==> config.mk <==
export PLATFORM = sky130hd
export DESIGN_NAME = pcs_top
export DESIGN_NICKNAME = d
export VERILOG_FILES = /design/src/rtl/pcs_sync.v /design/src/rtl/pcs_top.v
export VERILOG_INCLUDE_DIRS = /design/src /design/src/rtl
export SDC_FILE = /design/constraint.sdc
export NUM_CORES = 1
export LEC_CHECK = 0
export ABC_AREA = 1
export BUFFER_PORTS_ARGS = -buffer_cell sky130_fd_sc_hd__buf_2
export CAP_MARGIN = 20
export CORE_MARGIN = 3
export CORE_UTILIZATION = 35
export CTS_CLUSTER_SIZE = 30
export DETAILED_ROUTE_END_ITERATION = 8
export GPL_TIMING_DRIVEN = 1
export PLACE_DENSITY_LB_ADDON = 0.08
export SLEW_MARGIN = 20
export SYNTH_ARGS = -nofsm -noshare
export SYNTH_HDL_FRONTEND = slang
export SYNTH_HIERARCHICAL = 1
export SYNTH_SLANG_ARGS = --single-unit
==> constraint.sdc <==
create_clock -name clk_i -period 3.85 [get_ports clk_i]
set_input_delay 0.5775 -clock clk_i [delete_from_list [all_inputs] [get_ports clk_i]]
set_output_delay 0.5775 -clock clk_i [all_outputs]
set_load 0.1 [all_outputs]
==> src/rtl/pcs_defines.vh <==
// Constants for the configuration and status pin block
// Functional notes
// - Strap source select low gives hardware mode, high gives software mode.
// - Hardware mode: duplex pin is an input, low half, high full duplex.
// - Software mode: device drives duplex pin, low half, high full duplex.
// - Lock output high while descrambler holds lock, low otherwise.
// - Link-up output high while link established, low otherwise.
// - Port format select low gives media independent interface.
// - Port format select high: symbol stream at 100M, serial at 10M.
// - Node-or-repeater select low gives node role, high gives repeater role.
// - Role selection changes signal-quality test and carrier-sense generation.
// - Device held in reset while active-low hardware reset is low.
// - Speed pin: input in hardware mode, reports selected speed in software mode.
// - Autoneg pin: input in hardware mode, reports autoneg enable in software mode.
// - Full duplex or repeater: carrier sense on receive only; else receive or transmit.
`ifndef PCS_DEFINES_VH
`define PCS_DEFINES_VH

// ----------------------------------------
// Register byte addresses
// ----------------------------------------
`define PCS_ADDR_CTRL 8'h00
`define PCS_ADDR_STAT 8'h04
`define PCS_ADDR_IRQ_STAT 8'h08
`define PCS_ADDR_IRQ_MASK 8'h0C

// ----------------------------------------
// Control register fields
// ----------------------------------------
`define PCS_CTRL_DUPLEX 0
`define PCS_CTRL_SPEED 1
`define PCS_CTRL_ANEG 2
`define PCS_CTRL_SQE_INH 3
`define PCS_CTRL_RESET 4'h0

// ----------------------------------------
// Status register fields
// ----------------------------------------
`define PCS_ST_SW_MODE 0
`define PCS_ST_DUPLEX 1
`define PCS_ST_SPEED 2
`define PCS_ST_ANEG 3
`define PCS_ST_REPEATER 4
`define PCS_ST_FMT_LO 5
`define PCS_ST_LOCK 7
`define PCS_ST_LINK 8
`define PCS_ST_CRS 9
`define PCS_ST_SQE 10

// ----------------------------------------
// Interrupt event bits
// ----------------------------------------
`define PCS_EV_LINK_UP 0
`define PCS_EV_LINK_DOWN 1
`define PCS_EV_LOCK_LOST 2
`define PCS_EV_NUM 3

// ----------------------------------------
// Port format encodings
// ----------------------------------------
`define PCS_FMT_MII 2'h0
`define PCS_FMT_SYMBOL 2'h1
`define PCS_FMT_SERIAL 2'h2

// ----------------------------------------
// Timing
// ----------------------------------------
`define PCS_CLK_MHZ 25
`define PCS_SQE_NS 1000
`define PCS_SQE_CYC ((`PCS_SQE_NS * `PCS_CLK_MHZ) / 1000)

`endif

==> src/rtl/pcs_sync.v <==
// Two-flop synchroniser bank for asynchronous pins
`timescale 1ns/1ps
`default_nettype none

module pcs_sync #(
   parameter WIDTH = 8
) (
   // Clock
   input wire clk_i,
   // Asynchronous inputs
   input wire [WIDTH-1:0] async_i,
   // Synchronised outputs
   output wire [WIDTH-1:0] sync_o
);

   reg [WIDTH-1:0] meta;
   reg [WIDTH-1:0] stable;

   // Per-bit double flop; first stage read only by second
   genvar gi;
   generate
      for (gi = 0; gi < WIDTH; gi = gi + 1) begin : g_bit
         always @(posedge clk_i) begin
            meta[gi] <= async_i[gi];
            stable[gi] <= meta[gi];
         end
      end
   endgenerate

   assign sync_o = stable;

endmodule

`default_nettype wire

==> src/rtl/pcs_top.v <==
// Configuration and status pin logic with Wishbone register access
//
// The Wishbone register port and the placing of the registers were chosen for this implementation.
`timescale 1ns/1ps
`default_nettype none
`include "pcs_defines.vh"

module pcs_top #(
   parameter SQE_CYC = `PCS_SQE_CYC
) (
   // Clock and bus reset
   input wire clk_i,
   input wire rst_i,
   // Wishbone slave
   input wire wb_cyc_i,
   input wire wb_stb_i,
   input wire wb_we_i,
   input wire [7:0] wb_adr_i,
   input wire [3:0] wb_sel_i,
   input wire [31:0] wb_dat_i,
   output reg [31:0] wb_dat_o,
   output reg wb_ack_o,
   // Strap and reset pins
   input wire hw_reset_n_i,
   input wire strap_source_select_i,
   input wire port_format_select_i,
   input wire node_or_repeater_select_i,
   // Two-way configuration pins
   input wire duplex_select_pin_i,
   output reg duplex_select_pin_o,
   output reg duplex_select_pin_oe_o,
   input wire speed_select_pin_i,
   output reg speed_select_pin_o,
   output reg speed_select_pin_oe_o,
   input wire autoneg_select_pin_i,
   output reg autoneg_select_pin_o,
   output reg autoneg_select_pin_oe_o,
   // Status from the physical layer core
   input wire core_lock_i,
   input wire core_link_i,
   input wire core_rx_active_i,
   input wire core_tx_active_i,
   input wire core_tx_end_i,
   // Status pins
   output reg descrambler_lock_o,
   output reg link_up_out_o,
   // Derived configuration to the core
   output reg core_reset_o,
   output reg full_duplex_o,
   output reg speed_100_o,
   output reg autoneg_en_o,
   output reg repeater_o,
   output reg [1:0] port_format_o,
   output reg carrier_sense_o,
   output reg sqe_pulse_o,
   output reg irq_o
);

   // ----------------------------------------
   // Pin synchronisation
   // ----------------------------------------
   wire [6:0] pin_s;
   pcs_sync #(.WIDTH(7)) u_sync (
      .clk_i(clk_i),
      .async_i({hw_reset_n_i, strap_source_select_i, port_format_select_i,
                node_or_repeater_select_i, duplex_select_pin_i,
                speed_select_pin_i, autoneg_select_pin_i}),
      .sync_o(pin_s)
   );

   wire rst_n_s = pin_s[6];
   wire sw_mode = pin_s[5];
   wire fmt_s = pin_s[4];
   wire rep_s = pin_s[3];
   wire dpx_s = pin_s[2];
   wire spd_s = pin_s[1];
   wire aneg_s = pin_s[0];

   // Combined reset: bus reset or hardware reset pin low
   wire hold = rst_i | ~rst_n_s;

   // ----------------------------------------
   // Registers
   // ----------------------------------------
   // Software registers
   reg [3:0] ctrl;
   reg [`PCS_EV_NUM-1:0] irq_stat;
   reg [`PCS_EV_NUM-1:0] irq_mask;
   // Edge history and pulse counter
   reg link_q;
   reg lock_q;
   reg [15:0] sqe_cnt;
   reg tx_end_q;

   wire bus_req = wb_cyc_i & wb_stb_i & ~wb_ack_o;
   wire wr = bus_req & wb_we_i & wb_sel_i[0];

   // Effective selections: pins in hardware mode, registers in software mode
   wire next_dpx = sw_mode ? ctrl[`PCS_CTRL_DUPLEX] : dpx_s;
   wire next_spd = sw_mode ? ctrl[`PCS_CTRL_SPEED] : spd_s;
   wire next_aneg = sw_mode ? ctrl[`PCS_CTRL_ANEG] : aneg_s;

   // Port format from select pin and speed
   reg [1:0] next_fmt;
   always @* begin
      if (!fmt_s) begin
         next_fmt = `PCS_FMT_MII;
      end else if (next_spd) begin
         next_fmt = `PCS_FMT_SYMBOL;
      end else begin
         next_fmt = `PCS_FMT_SERIAL;
      end
   end

   // Carrier sense by role and duplex
   wire next_crs = (next_dpx | rep_s) ? core_rx_active_i :
                   (core_rx_active_i | core_tx_active_i);

   // Events from link and lock edges
   wire [`PCS_EV_NUM-1:0] ev_raw;
   wire [`PCS_EV_NUM-1:0] ev;
   assign ev_raw[`PCS_EV_LINK_UP] = core_link_i & ~link_q;
   assign ev_raw[`PCS_EV_LINK_DOWN] = ~core_link_i & link_q;
   assign ev_raw[`PCS_EV_LOCK_LOST] = ~core_lock_i & lock_q;
   // Edge history is cleared while held, so mute events then
   assign ev = hold ? {`PCS_EV_NUM{1'b0}} : ev_raw;

   // SQE test only in node role at half duplex after transmit end, unless inhibited
   wire sqe_start = core_tx_end_i & ~tx_end_q & ~rep_s & ~next_dpx &
                    ~ctrl[`PCS_CTRL_SQE_INH];

   // ----------------------------------------
   // Bus read mux
   // ----------------------------------------
   reg [31:0] rd_data;
   always @* begin
      rd_data = 32'h00000000;
      case (wb_adr_i)
         `PCS_ADDR_CTRL: rd_data[3:0] = ctrl;
         `PCS_ADDR_STAT: begin
            rd_data[`PCS_ST_SW_MODE] = sw_mode;
            rd_data[`PCS_ST_DUPLEX] = full_duplex_o;
            rd_data[`PCS_ST_SPEED] = speed_100_o;
            rd_data[`PCS_ST_ANEG] = autoneg_en_o;
            rd_data[`PCS_ST_REPEATER] = repeater_o;
            rd_data[`PCS_ST_FMT_LO+1:`PCS_ST_FMT_LO] = port_format_o;
            rd_data[`PCS_ST_LOCK] = descrambler_lock_o;
            rd_data[`PCS_ST_LINK] = link_up_out_o;
            rd_data[`PCS_ST_CRS] = carrier_sense_o;
            rd_data[`PCS_ST_SQE] = sqe_pulse_o;
         end
         `PCS_ADDR_IRQ_STAT: rd_data[`PCS_EV_NUM-1:0] = irq_stat;
         `PCS_ADDR_IRQ_MASK: rd_data[`PCS_EV_NUM-1:0] = irq_mask;
         default: rd_data = 32'h00000000;
      endcase
   end

   // ----------------------------------------
   // Bus slave and software registers
   // ----------------------------------------
   // One-cycle registered acknowledge with read data
   always @(posedge clk_i) begin
      if (rst_i) begin
         wb_ack_o <= 1'b0;
         wb_dat_o <= 32'h00000000;
      end else begin
         wb_ack_o <= bus_req;
         if (bus_req) begin
            wb_dat_o <= rd_data;
         end
      end
   end

   // Control and mask registers
   always @(posedge clk_i) begin
      if (rst_i) begin
         ctrl <= `PCS_CTRL_RESET;
         irq_mask <= 3'h0;
      end else begin
         if (wr && wb_adr_i == `PCS_ADDR_CTRL) begin
            ctrl <= wb_dat_i[3:0];
         end
         if (wr && wb_adr_i == `PCS_ADDR_IRQ_MASK) begin
            irq_mask <= wb_dat_i[`PCS_EV_NUM-1:0];
         end
      end
   end

   // Sticky events; set wins over write-one-to-clear
   always @(posedge clk_i) begin
      if (rst_i) begin
         irq_stat <= 3'h0;
      end else if (wr && wb_adr_i == `PCS_ADDR_IRQ_STAT) begin
         irq_stat <= (irq_stat & ~wb_dat_i[`PCS_EV_NUM-1:0]) | ev;
      end else begin
         irq_stat <= irq_stat | ev;
      end
   end

   // ----------------------------------------
   // Reset and pin drive
   // ----------------------------------------
   // Core reset follows the combined hold
   always @(posedge clk_i) begin
      if (hold) begin
         core_reset_o <= 1'b1;
      end else begin
         core_reset_o <= 1'b0;
      end
   end

   // Drive the two-way pins only in software mode
   always @(posedge clk_i) begin
      if (hold) begin
         duplex_select_pin_o <= 1'b0;
         duplex_select_pin_oe_o <= 1'b0;
         speed_select_pin_o <= 1'b0;
         speed_select_pin_oe_o <= 1'b0;
         autoneg_select_pin_o <= 1'b0;
         autoneg_select_pin_oe_o <= 1'b0;
      end else begin
         duplex_select_pin_oe_o <= sw_mode;
         duplex_select_pin_o <= ctrl[`PCS_CTRL_DUPLEX];
         speed_select_pin_oe_o <= sw_mode;
         speed_select_pin_o <= ctrl[`PCS_CTRL_SPEED];
         autoneg_select_pin_oe_o <= sw_mode;
         autoneg_select_pin_o <= ctrl[`PCS_CTRL_ANEG];
      end
   end

   // ----------------------------------------
   // Status and derived configuration
   // ----------------------------------------
   // Lock and link pins copy the core one cycle late
   always @(posedge clk_i) begin
      if (hold) begin
         descrambler_lock_o <= 1'b0;
         link_up_out_o <= 1'b0;
      end else begin
         descrambler_lock_o <= core_lock_i;
         link_up_out_o <= core_link_i;
      end
   end

   // Selections handed to the core
   always @(posedge clk_i) begin
      if (hold) begin
         full_duplex_o <= 1'b0;
         speed_100_o <= 1'b0;
         autoneg_en_o <= 1'b0;
         repeater_o <= 1'b0;
         port_format_o <= `PCS_FMT_MII;
         carrier_sense_o <= 1'b0;
      end else begin
         full_duplex_o <= next_dpx;
         speed_100_o <= next_spd;
         autoneg_en_o <= next_aneg;
         repeater_o <= rep_s;
         port_format_o <= next_fmt;
         carrier_sense_o <= next_crs;
      end
   end

   // Previous core levels for edge detection
   always @(posedge clk_i) begin
      if (hold) begin
         link_q <= 1'b0;
         lock_q <= 1'b0;
         tx_end_q <= 1'b0;
      end else begin
         link_q <= core_link_i;
         lock_q <= core_lock_i;
         tx_end_q <= core_tx_end_i;
      end
   end

   // ----------------------------------------
   // Signal-quality test pulse
   // ----------------------------------------
   // Pulse of fixed length; a new start reloads the count
   always @(posedge clk_i) begin
      if (hold) begin
         sqe_pulse_o <= 1'b0;
         sqe_cnt <= 16'h0000;
      end else if (sqe_start) begin
         sqe_cnt <= SQE_CYC[15:0];
         sqe_pulse_o <= 1'b1;
      end else if (sqe_cnt > 16'h0001) begin
         sqe_cnt <= sqe_cnt - 16'h0001;
      end else begin
         sqe_cnt <= 16'h0000;
         sqe_pulse_o <= 1'b0;
      end
   end

   // ----------------------------------------
   // Interrupt output
   // ----------------------------------------
   always @(posedge clk_i) begin
      if (rst_i) begin
         irq_o <= 1'b0;
      end else begin
         irq_o <= |(irq_stat & irq_mask);
      end
   end

endmodule

`default_nettype wire

==> flow_summary.json, run 1 <==
{
  "drc_errors": 0,
  "drt_iter0_markers": 61,
  "core.rowCount": 31,
  "worst_hold_slack_ps": 329,
  "ys_ff_latch": 69,
  "status": "complete, no violations",
  "final_cell_mix": "dfxtp_1, nand2_1, buf_2",
  "cp-end-kind": "output pin",
  "setup_viol": 0,
  "syn_inst": 345,
  "place_hpwl_um": 4450,
  "fp.dieW_um": 94.6,
  "skew_ps": 5.90,
  "critPathLaunchType": "flop",
  "dp_cells": 494,
  "critical-path-max-stage-delay_ps": 450,
  "fin_crit_sh_pct": 45.3,
  "synth_area_um2": 2750,
  "ir_worst_vdd_mv": 0.298,
  "nets": 469,
  "clock-sinks": 69,
  "grt_overflow": 0,
  "syn_area_per_cell_um2": 7.96,
  "antenna_found_initial": 0,
  "async_flop_share_pct": 0,
  "clkTransAtPathRegs_ps": 70,
  "required_ps": 3270,
  "tritoncts": "done",
  "rr_startpoint": "sqe_cnt[0]",
  "power_density_nw_per_um2": 725,
  "period_needed_ps": 1750,
  "ys_types": 28,
  "seq_area_frac_synth_pct": 50.3,
  "fp.dieArea_um2": 8950,
  "cellLeakagePower_uw": 0.00159,
  "rsz0062_at_grt": "false",
  "cts_setup_buffers": 0,
  "crit_type": "flop to output pin",
  "maxCapViolations": 0,
  "layoutNonFillerInstCount": 510,
  "wl_um": 5780,
  "dr.pass1.iters": 4,
  "hold_class": "flop to flop",
  "synth_flop_cell": "dfxtp_1",
  "intPower_uw": 1360,
  "ys_warn_count": 6,
  "antenna_left": 0,
  "path_max_fanout": 4,
  "core_um2": 7450,
  "grt_max_degree": 21,
  "seq_power_share_pct": 37.8,
  "p_clk_share_pct": 22.8,
  "die_h_um": 94.6,
  "crit_start": "link_q",
  "path_buf_inv": 1,
  "cts-htree-levels": 3,
  "crit_arrival_ps": 1170,
  "worstHoldStart": "u_sync/meta[3]",
  "grt_pass1_vias": 2040,
  "numPortBuffers": 59,
  "area_growth_pct": 17.2,
  "grt_pass1_wl_um": 9530,
  "pin_count": 112,
  "antenna_cells": 0,
  "max_slew_margin_pct": 57.1,
  "cts_made_buffers": 9,
  "wl_per_cell_um": 11.3,
  "fin_setup_tns_ps": 0,
  "vias": 2200,
  "postCtsResizedCells": 0,
  "slowest_stage": "buf_2",
  "fmax_mhz": 573,
  "start_util_pct": 36.9,
  "switching_power_uw": 975,
  "synth_edf_count": 0,
  "dp_slack_ps": 1710,
  "setup_ws_ps": 2100,
  "clockBufferDepth": 2,
  "hold_viol": 0,
  "final_common_cell": "dfxtp_1",
  "holdBufCountCts": 0,
  "drv_slew": 0,
  "p_sw_share_pct": 41.8,
  "drive_above_1_share_pct": 22.6,
  "tightest_slew_ps": 636,
  "insertion_delay_ps": 330,
  "gp_congestion": 0.833,
  "routed_via_density": 4.31,
  "root_buffer": "clkbuf_8",
  "critical_path.top_delay_family": "buffers and inverters",
  "path_cells": "buf_2",
  "grt.total_usage_pct": 13.9,
  "power.combinational.fraction_pct": 39.4
}
[worst paths after layout]
kind	endpoint	slack, ps	cells past startpoint
worst max register to register	sqe_cnt[7]	2240	5
worst min-delay path	u_sync/sync_o[3]	330	0
worst max-delay path	link_up_out_o	2100	1
worst min register to register	u_sync/sync_o[3]	330	0
[power groups by stage]
stage                     logic, µW  clock network, µW  registers (µW)
after floorplan                 737                  0             958
after global placement          924                  0             897
after detailed placement        921                  0             899
after CTS                       930                553             883
after global routing           1050                584             897
final                           920                532             881
[final cells by class]
class,count,area (µm²)
fillers,820,4230
flip-flops and latches,69,1380
multi-input cells,228,1080
repair buffers,60,303
inverters,38,145
clock buffers,10,138
well taps,99,124
clock inverters,6,48.8
[Yosys cell counts (2+ instances only)]
master | n | area [µm²]
dfxtp_1 | 69 | 1380
nand2_1 | 64 | 240
nor2_1 | 40 | 150
inv_1 | 34 | 128
a21oi_1 | 26 | 130
buf_4 | 23 | 173
o21ai_0 | 23 | 115
nand3_1 | 19 | 95.1
xor2_1 | 10 | 87.6
nor2_2 | 8 | 50.1
clkbuf_1 | 3 | 11.3
inv_2 | 3 | 11.3
nor3_1 | 3 | 15.0
o21ai_1 | 3 | 15.0
buf_2 | 2 | 10.0
buf_6 | 2 | 22.5
ha_1 | 2 | 25.0
[metrics by stage]
| stage | util (%) | instance area, µm² | total power, µW |
|---|---|---|---|
| finish | 43.2 | 3220 | 2330 |
| CTS | 43.2 | 3220 | 2370 |
| detailed placement | 40.7 | 3030 | 1820 |
| floorplan | - | 2820 | 1690 |
| global route | 43.2 | 3220 | 2530 |
| global placement | 40.7 | 3030 | 1820 |
[kinds of logic (layout without fill, tap and decap cells)]
family | after synthesis | count (layout) | synth area share [%]
AOI/OAI and AO/OA | 55 | 55 | 10.4
other | 1 | 21 | 0.137
DFF | 69 | 69 | 50.3
xor gates and xnor gates | 10 | 10 | 3.19
adders and majority gates | 2 | 2 | 0.911
buffers and inverters | 68 | 114 | 13.2
and+or+nand+nor | 140 | 140 | 21.9
[registers in the layout, summed over array words and instances, names as in the netlist, 2 cells and up]
name	flops
irq_mask	3
wb_dat_o	11
u_sync/meta	7
u_sync/sync_o	7
sqe_cnt	16
irq_stat	3
port_format_o	2
ctrl	4
[per-layer routing]
layer	vias up	GRT usage, %	share of wire (%)
met1	964	18.6	51
li1	1163	-	-
met2	64	20.9	42
met4	0	5.05	1.5
met5	-	0	0
met3	9	4.54	6.3
Power figures use the tool's default switching activity.
==> run 2: changes to the inputs <==
Clock period 3.85 ns to 1.6 ns, I/O delays scaled along.
==> flow_summary.json, run 2 (same netlist as run 1, synthesis figures left out) <==
{
  "status": "complete, no violations",
  "fillers": 779,
  "hold_class": "input pin to flop",
  "hold_viol": 0,
  "antenna_left": 0,
  "cts-htree-levels": 3,
  "fmax_mhz": 680,
  "drc_errors": 0,
  "fp.dieArea_um2": 8950,
  "die_h_um": 94.6,
  "core.rowCount": 31,
  "drt_iter0_markers": 93,
  "fin_crit_sh_pct": 91.9,
  "path_max_fanout": 4,
  "wl_per_cell_um": 11.1,
  "power_density_nw_per_um2": 1690,
  "antenna_found_initial": 0,
  "rsz0062_at_grt": "false",
  "grt_max_degree": 21,
  "crit_arrival_ps": 1700,
  "rr_startpoint": "sqe_cnt[0]",
  "fin_setup_tns_ps": 0,
  "multi_input_area_um2": 1080,
  "maxCapViolations": 0,
  "grt.total_usage_pct": 13.9,
  "cellLeakagePower_uw": 0.00165,
  "nets": 482,
  "crit_cells": 7,
  "holdPathStages": 1,
  "clockBufferDepth": 2,
  "grt_pass1_wl_um": 9490,
  "path_buf_inv": 1,
  "routed_via_density": 4.31,
  "vias": 2252,
  "critical_path.top_delay_family": "simple AND/OR/NAND/NOR gates",
  "dr.pass1.iters": 6,
  "setup_ws_ps": 129,
  "insertion_delay_ps": 340,
  "path_cells": "inv_1 -> ha_1 -> nand2_1 -> nor3_2 -> nand3_1 -> xor2_1 -> nor2_2",
  "stdcell_area_um2": 3320,
  "clkTransAtPathRegs_ps": 70,
  "period_needed_ps": 1470,
  "grt_pass1_vias": 2026,
  "top_regs": "sqe_cnt: 16 flops, wb_dat_o: 11 flops",
  "slowest_stage": "dfxtp_1",
  "dpl-instance-area_um2": 3090,
  "drv_slew": 0,
  "crit_type": "flop to flop",
  "core_um2": 7450,
  "dp_slack_ps": 137,
  "antenna_cells": 0,
  "cts_made_buffers": 9,
  "seq_area_um2": 1380,
  "drive_above_1_share_pct": 23.1,
  "final_common_cell": "dfxtp_1",
  "critical-path-max-stage-delay_ps": 330,
  "numPortBuffers": 59,
  "grt_overflow": 0,
  "worstHoldStart": "hw_reset_n_i",
  "pin_count": 112,
  "final_cell_mix": "dfxtp_1, nand2_1, buf_2",
  "setup_viol": 0,
  "timing.rr.end": "sqe_cnt[12]",
  "root_buffer": "clkbuf_8",
  "place_hpwl_um": 4440,
  "skew_ps": 9.19,
  "fp.dieW_um": 94.6,
  "holdPathEnd": "u_sync/meta[6]",
  "largest_reg_flops": 16,
  "cts_setup_buffers": 0,
  "start_util_pct": 36.9,
  "ir_worst_vdd_mv": 0.560,
  "cp-end-kind": "flop",
  "tritoncts": "done",
  "wl_um": 5790,
  "clock-sinks": 69,
  "reg2reg_slack_ps": 130,
  "critPathLaunchType": "flop",
  "area_growth_pct": 20.8,
  "gp_congestion": 0.836,
  "required_ps": 1830,
  "largest_register": "sqe_cnt",
  "reg2reg_depth": 7
}
-- run 2: changes by cell type in the layout (fill, tap and decap cells not counted) --
cell,before,now
clkinvlp_4,3,0
dfxtp_1,69,67
clkinv_2,0,1
dfxtp_2,0,2
clkbuf_8,10,11
clkbuf_1,0,4
dlygate4sd3_1,0,6
buf_4,1,8
clkinv_4,3,0
-- run 2: final cells by class --
cell class	instances	share of cell area (%)
Clock inverter	1	0.151
Clock buffer	15	5.02
Inverter	38	4.37
Tap cell	99	3.73
Timing Repair Buffer	73	12.5
Multi-Input combinational cell	228	32.5
Sequential cell	69	41.7
-- run 2: worst max-delay path by stage --
stage | start | endpoint | slack (ps)
after floorplan | full_duplex_o | wb_dat_o[1] | 200
after global placement | sqe_cnt[0] | sqe_cnt[12] | 140
after detailed placement | sqe_cnt[0] | sqe_cnt[12] | 140
after CTS | sqe_cnt[0] | sqe_cnt[12] | 120
after global routing | sqe_cnt[0] | sqe_cnt[7] | 6
final | sqe_cnt[0] | sqe_cnt[12] | 130
-- run 2: power by group --
| part | switching [µW] | internal (µW) | total, µW |
|---|---|---|---|
| registers | 160 | 1960 | 2120 |
| clock network | 603 | 648 | 1250 |
| logic | 1510 | 732 | 2250 |
-- run 2: per-stage QoR --
stage,hold WS (ps),util [%],power (µW),cells
finish,15.2,44.6,5620,523
global route,5.77,44.6,6100,523
CTS,3.27,44.6,5680,523
detailed placement,312,41.4,4400,501
global placement,311,41.4,4410,501
floorplan,268,-,4080,365
-- run 2: per-layer routing --
layer,global-route usage [%],wire length [µm],vias to the layer above
li1,-,-,1191
met1,19.1,2890,980
met2,20.0,2360,71
met3,4.38,426,10
met4,6.13,114,0
met5,0,0,-
-- run 2: what timing repair did --
action,in CTS,in global routing
hold buffers,6,0
resized for setup,0,0
endpoints found under the hold margin,6,0
endpoints found under the setup margin,0,0
==> run 3: changes to the inputs <==
Settings changed: BUFFER_PORTS_ARGS -buffer_cell sky130_fd_sc_hd__buf_2 to unset, CORE_UTILIZATION 35 to 56, DONT_BUFFER_PORTS set to 1.
==> flow_summary.json, run 3 (same netlist as run 1, synthesis figures left out) <==
{
  "status": "complete, no violations",
  "ir_worst_vdd_mv": 1.20,
  "antenna_found_initial": 0,
  "grt_max_degree": 21,
  "setup_viol": 0,
  "pin_count": 112,
  "fin_setup_tns_ps": 0,
  "power_density_nw_per_um2": 1770,
  "grt.total_usage_pct": 19.1,
  "reg2reg_depth": 7,
  "rsz0062_at_grt": "false",
  "skew_ps": 5.40,
  "max_slew_margin_pct": 62.2,
  "final_common_cell": "dfxtp_1",
  "timing.rr.end": "sqe_cnt[12]",
  "path_max_fanout": 4,
  "antenna_cells": 0,
  "period_needed_ps": 1490,
  "gp_congestion": 0.867,
  "intPower_uw": 3380,
  "core_um2": 4530,
  "worstHoldStart": "core_tx_end_i",
  "power.combinational.fraction_pct": 40.5,
  "fin_crit_sh_pct": 93.0,
  "nets": 448,
  "seq_power_share_pct": 37.3,
  "required_ps": 1820,
  "grt_overflow": 0,
  "clkTransAtPathRegs_ps": 60,
  "drv_slew": 0,
  "clockBufferDepth": 2,
  "die_h_um": 76.0,
  "dr.pass1.iters": 4,
  "place_hpwl_um": 3950,
  "tritoncts": "done",
  "rr_startpoint": "sqe_cnt[0]",
  "crit_start": "sqe_cnt[0]",
  "total_power_uw": 5680,
  "drive_above_1_share_pct": 16.2,
  "largest_register": "sqe_cnt",
  "routed_via_density": 4.78,
  "crit_end": "sqe_cnt[12]",
  "fillers": 380,
  "clock-sinks": 69,
  "p_clk_share_pct": 22.2,
  "wl_um": 5310,
  "hold_viol": 0,
  "final_cell_mix": "dfxtp_1, nand2_1, nor2_1",
  "cellLeakagePower_uw": 0.00152,
  "cts-htree-levels": 3,
  "antenna_left": 0,
  "cts_made_buffers": 9,
  "p_sw_share_pct": 40.4,
  "reg2reg_slack_ps": 110,
  "crit_type": "flop to flop",
  "maxCapViolations": 0,
  "drt_iter0_markers": 124,
  "numPortBuffers": 0,
  "switching_power_uw": 2290,
  "grt_pass1_vias": 2008,
  "largest_reg_flops": 16,
  "hold_class": "input pin to flop",
  "area_growth_pct": 16.7,
  "insertion_delay_ps": 330,
  "top_regs": "sqe_cnt: 16 flops, wb_dat_o: 11 flops",
  "drc_errors": 0,
  "critPathLaunchType": "flop",
  "core.rowCount": 24,
  "crit_arrival_ps": 1710,
  "wl_per_cell_um": 11.7,
  "start_util_pct": 60.6,
  "grt_pass1_wl_um": 8940,
  "root_buffer": "clkbuf_8",
  "vias": 2172,
  "seq_area_um2": 1380,
  "fp.dieArea_um2": 5780,
  "cp-end-kind": "flop",
  "multi_input_area_um2": 1080,
  "tightest_slew_ps": 562,
  "fmax_mhz": 672,
  "fp.dieW_um": 76.0
}
==> run 3: cell types whose count changed in the layout (fill, tap and decap cells not counted) <==
cell / before / now
buf_16: 0 / 1
buf_2: 59 / 0
nor3_4: 0 / 1
clkbuf_1: 4 / 2
nor3_2: 1 / 0
dlygate4sd3_1: 6 / 8
buf_4: 8 / 30
clkbuf_8: 11 / 12
==> run 3: timing repair <==
item / CTS / global route
endpoints found under the setup margin: 0 / 1
buffers inserted: 0 / 0
hold buffers: 8 / 0
resized for setup: 0 / 1
endpoints found under the hold margin: 14 / 0
==> run 3: worst min path at each step <==
stage	end	slack (ps)	cells past startpoint
floorplan	u_sync/meta[0]	270	0
global placement	u_sync/meta[5]	270	0
detailed placement	u_sync/meta[1]	270	0
CTS	tx_end_q	30	2
global route	carrier_sense_o	40	2
finish	tx_end_q	40	2
==> run 3: power by group through the flow <==
stage | sequential, µW | clock (µW) | combinational, µW
2_1_floorplan | 2310 | 0 | 1770
3_3_place_gp | 2150 | 0 | 2180
3_5_place_dp | 2160 | 0 | 2220
4_1_cts | 2120 | 1290 | 2260
5_1_grt | 2150 | 1370 | 2580
6_report | 2120 | 1260 | 2300
==> run 3: through the flow <==
step / area [µm²] / std cells / hold slack (ps) / worst slack, ps / util [%]
6_report: 3210 / 454 / 44.4 / 112 / 70.7
5_1_grt: 3210 / 454 / 38.1 / 0.497 / 70.7
4_1_cts: 3200 / 454 / 29.5 / 72.4 / 70.6
3_5_place_dp: 2940 / 431 / 268 / 89.4 / 64.9
3_3_place_gp: 2940 / 431 / 268 / 164 / 64.9
2_1_floorplan: 2820 / 365 / 268 / 200 / -
==> run 3: final cells by class <==
type	instances	share of cell area, %
clock buffers	14	5.39
clock inverters	1	0.156
inverters	38	4.53
multi-input cells	228	33.8
flip-flops and latches	69	43.2
well taps	65	2.54
repair buffers	39	10.4
==> run 3: critical path, cell delays in order, from the launching register on <==
cell and delay [ps]:
dfxtp_1 330, inv_1 110, ha_1 240, nand2_1 150
nor3_4 210, nand3_1 120, xor2_1 180, nor2_2 40
==> run 3: per-layer routing <==
layer	track usage (%)	vias to the layer above	share of wire (%)
li1	-	1121	-
met1	25.0	958	46
met2	28.6	80	44
met3	5.91	13	7.8
met4	9.24	0	2.4
met5	0	-	0
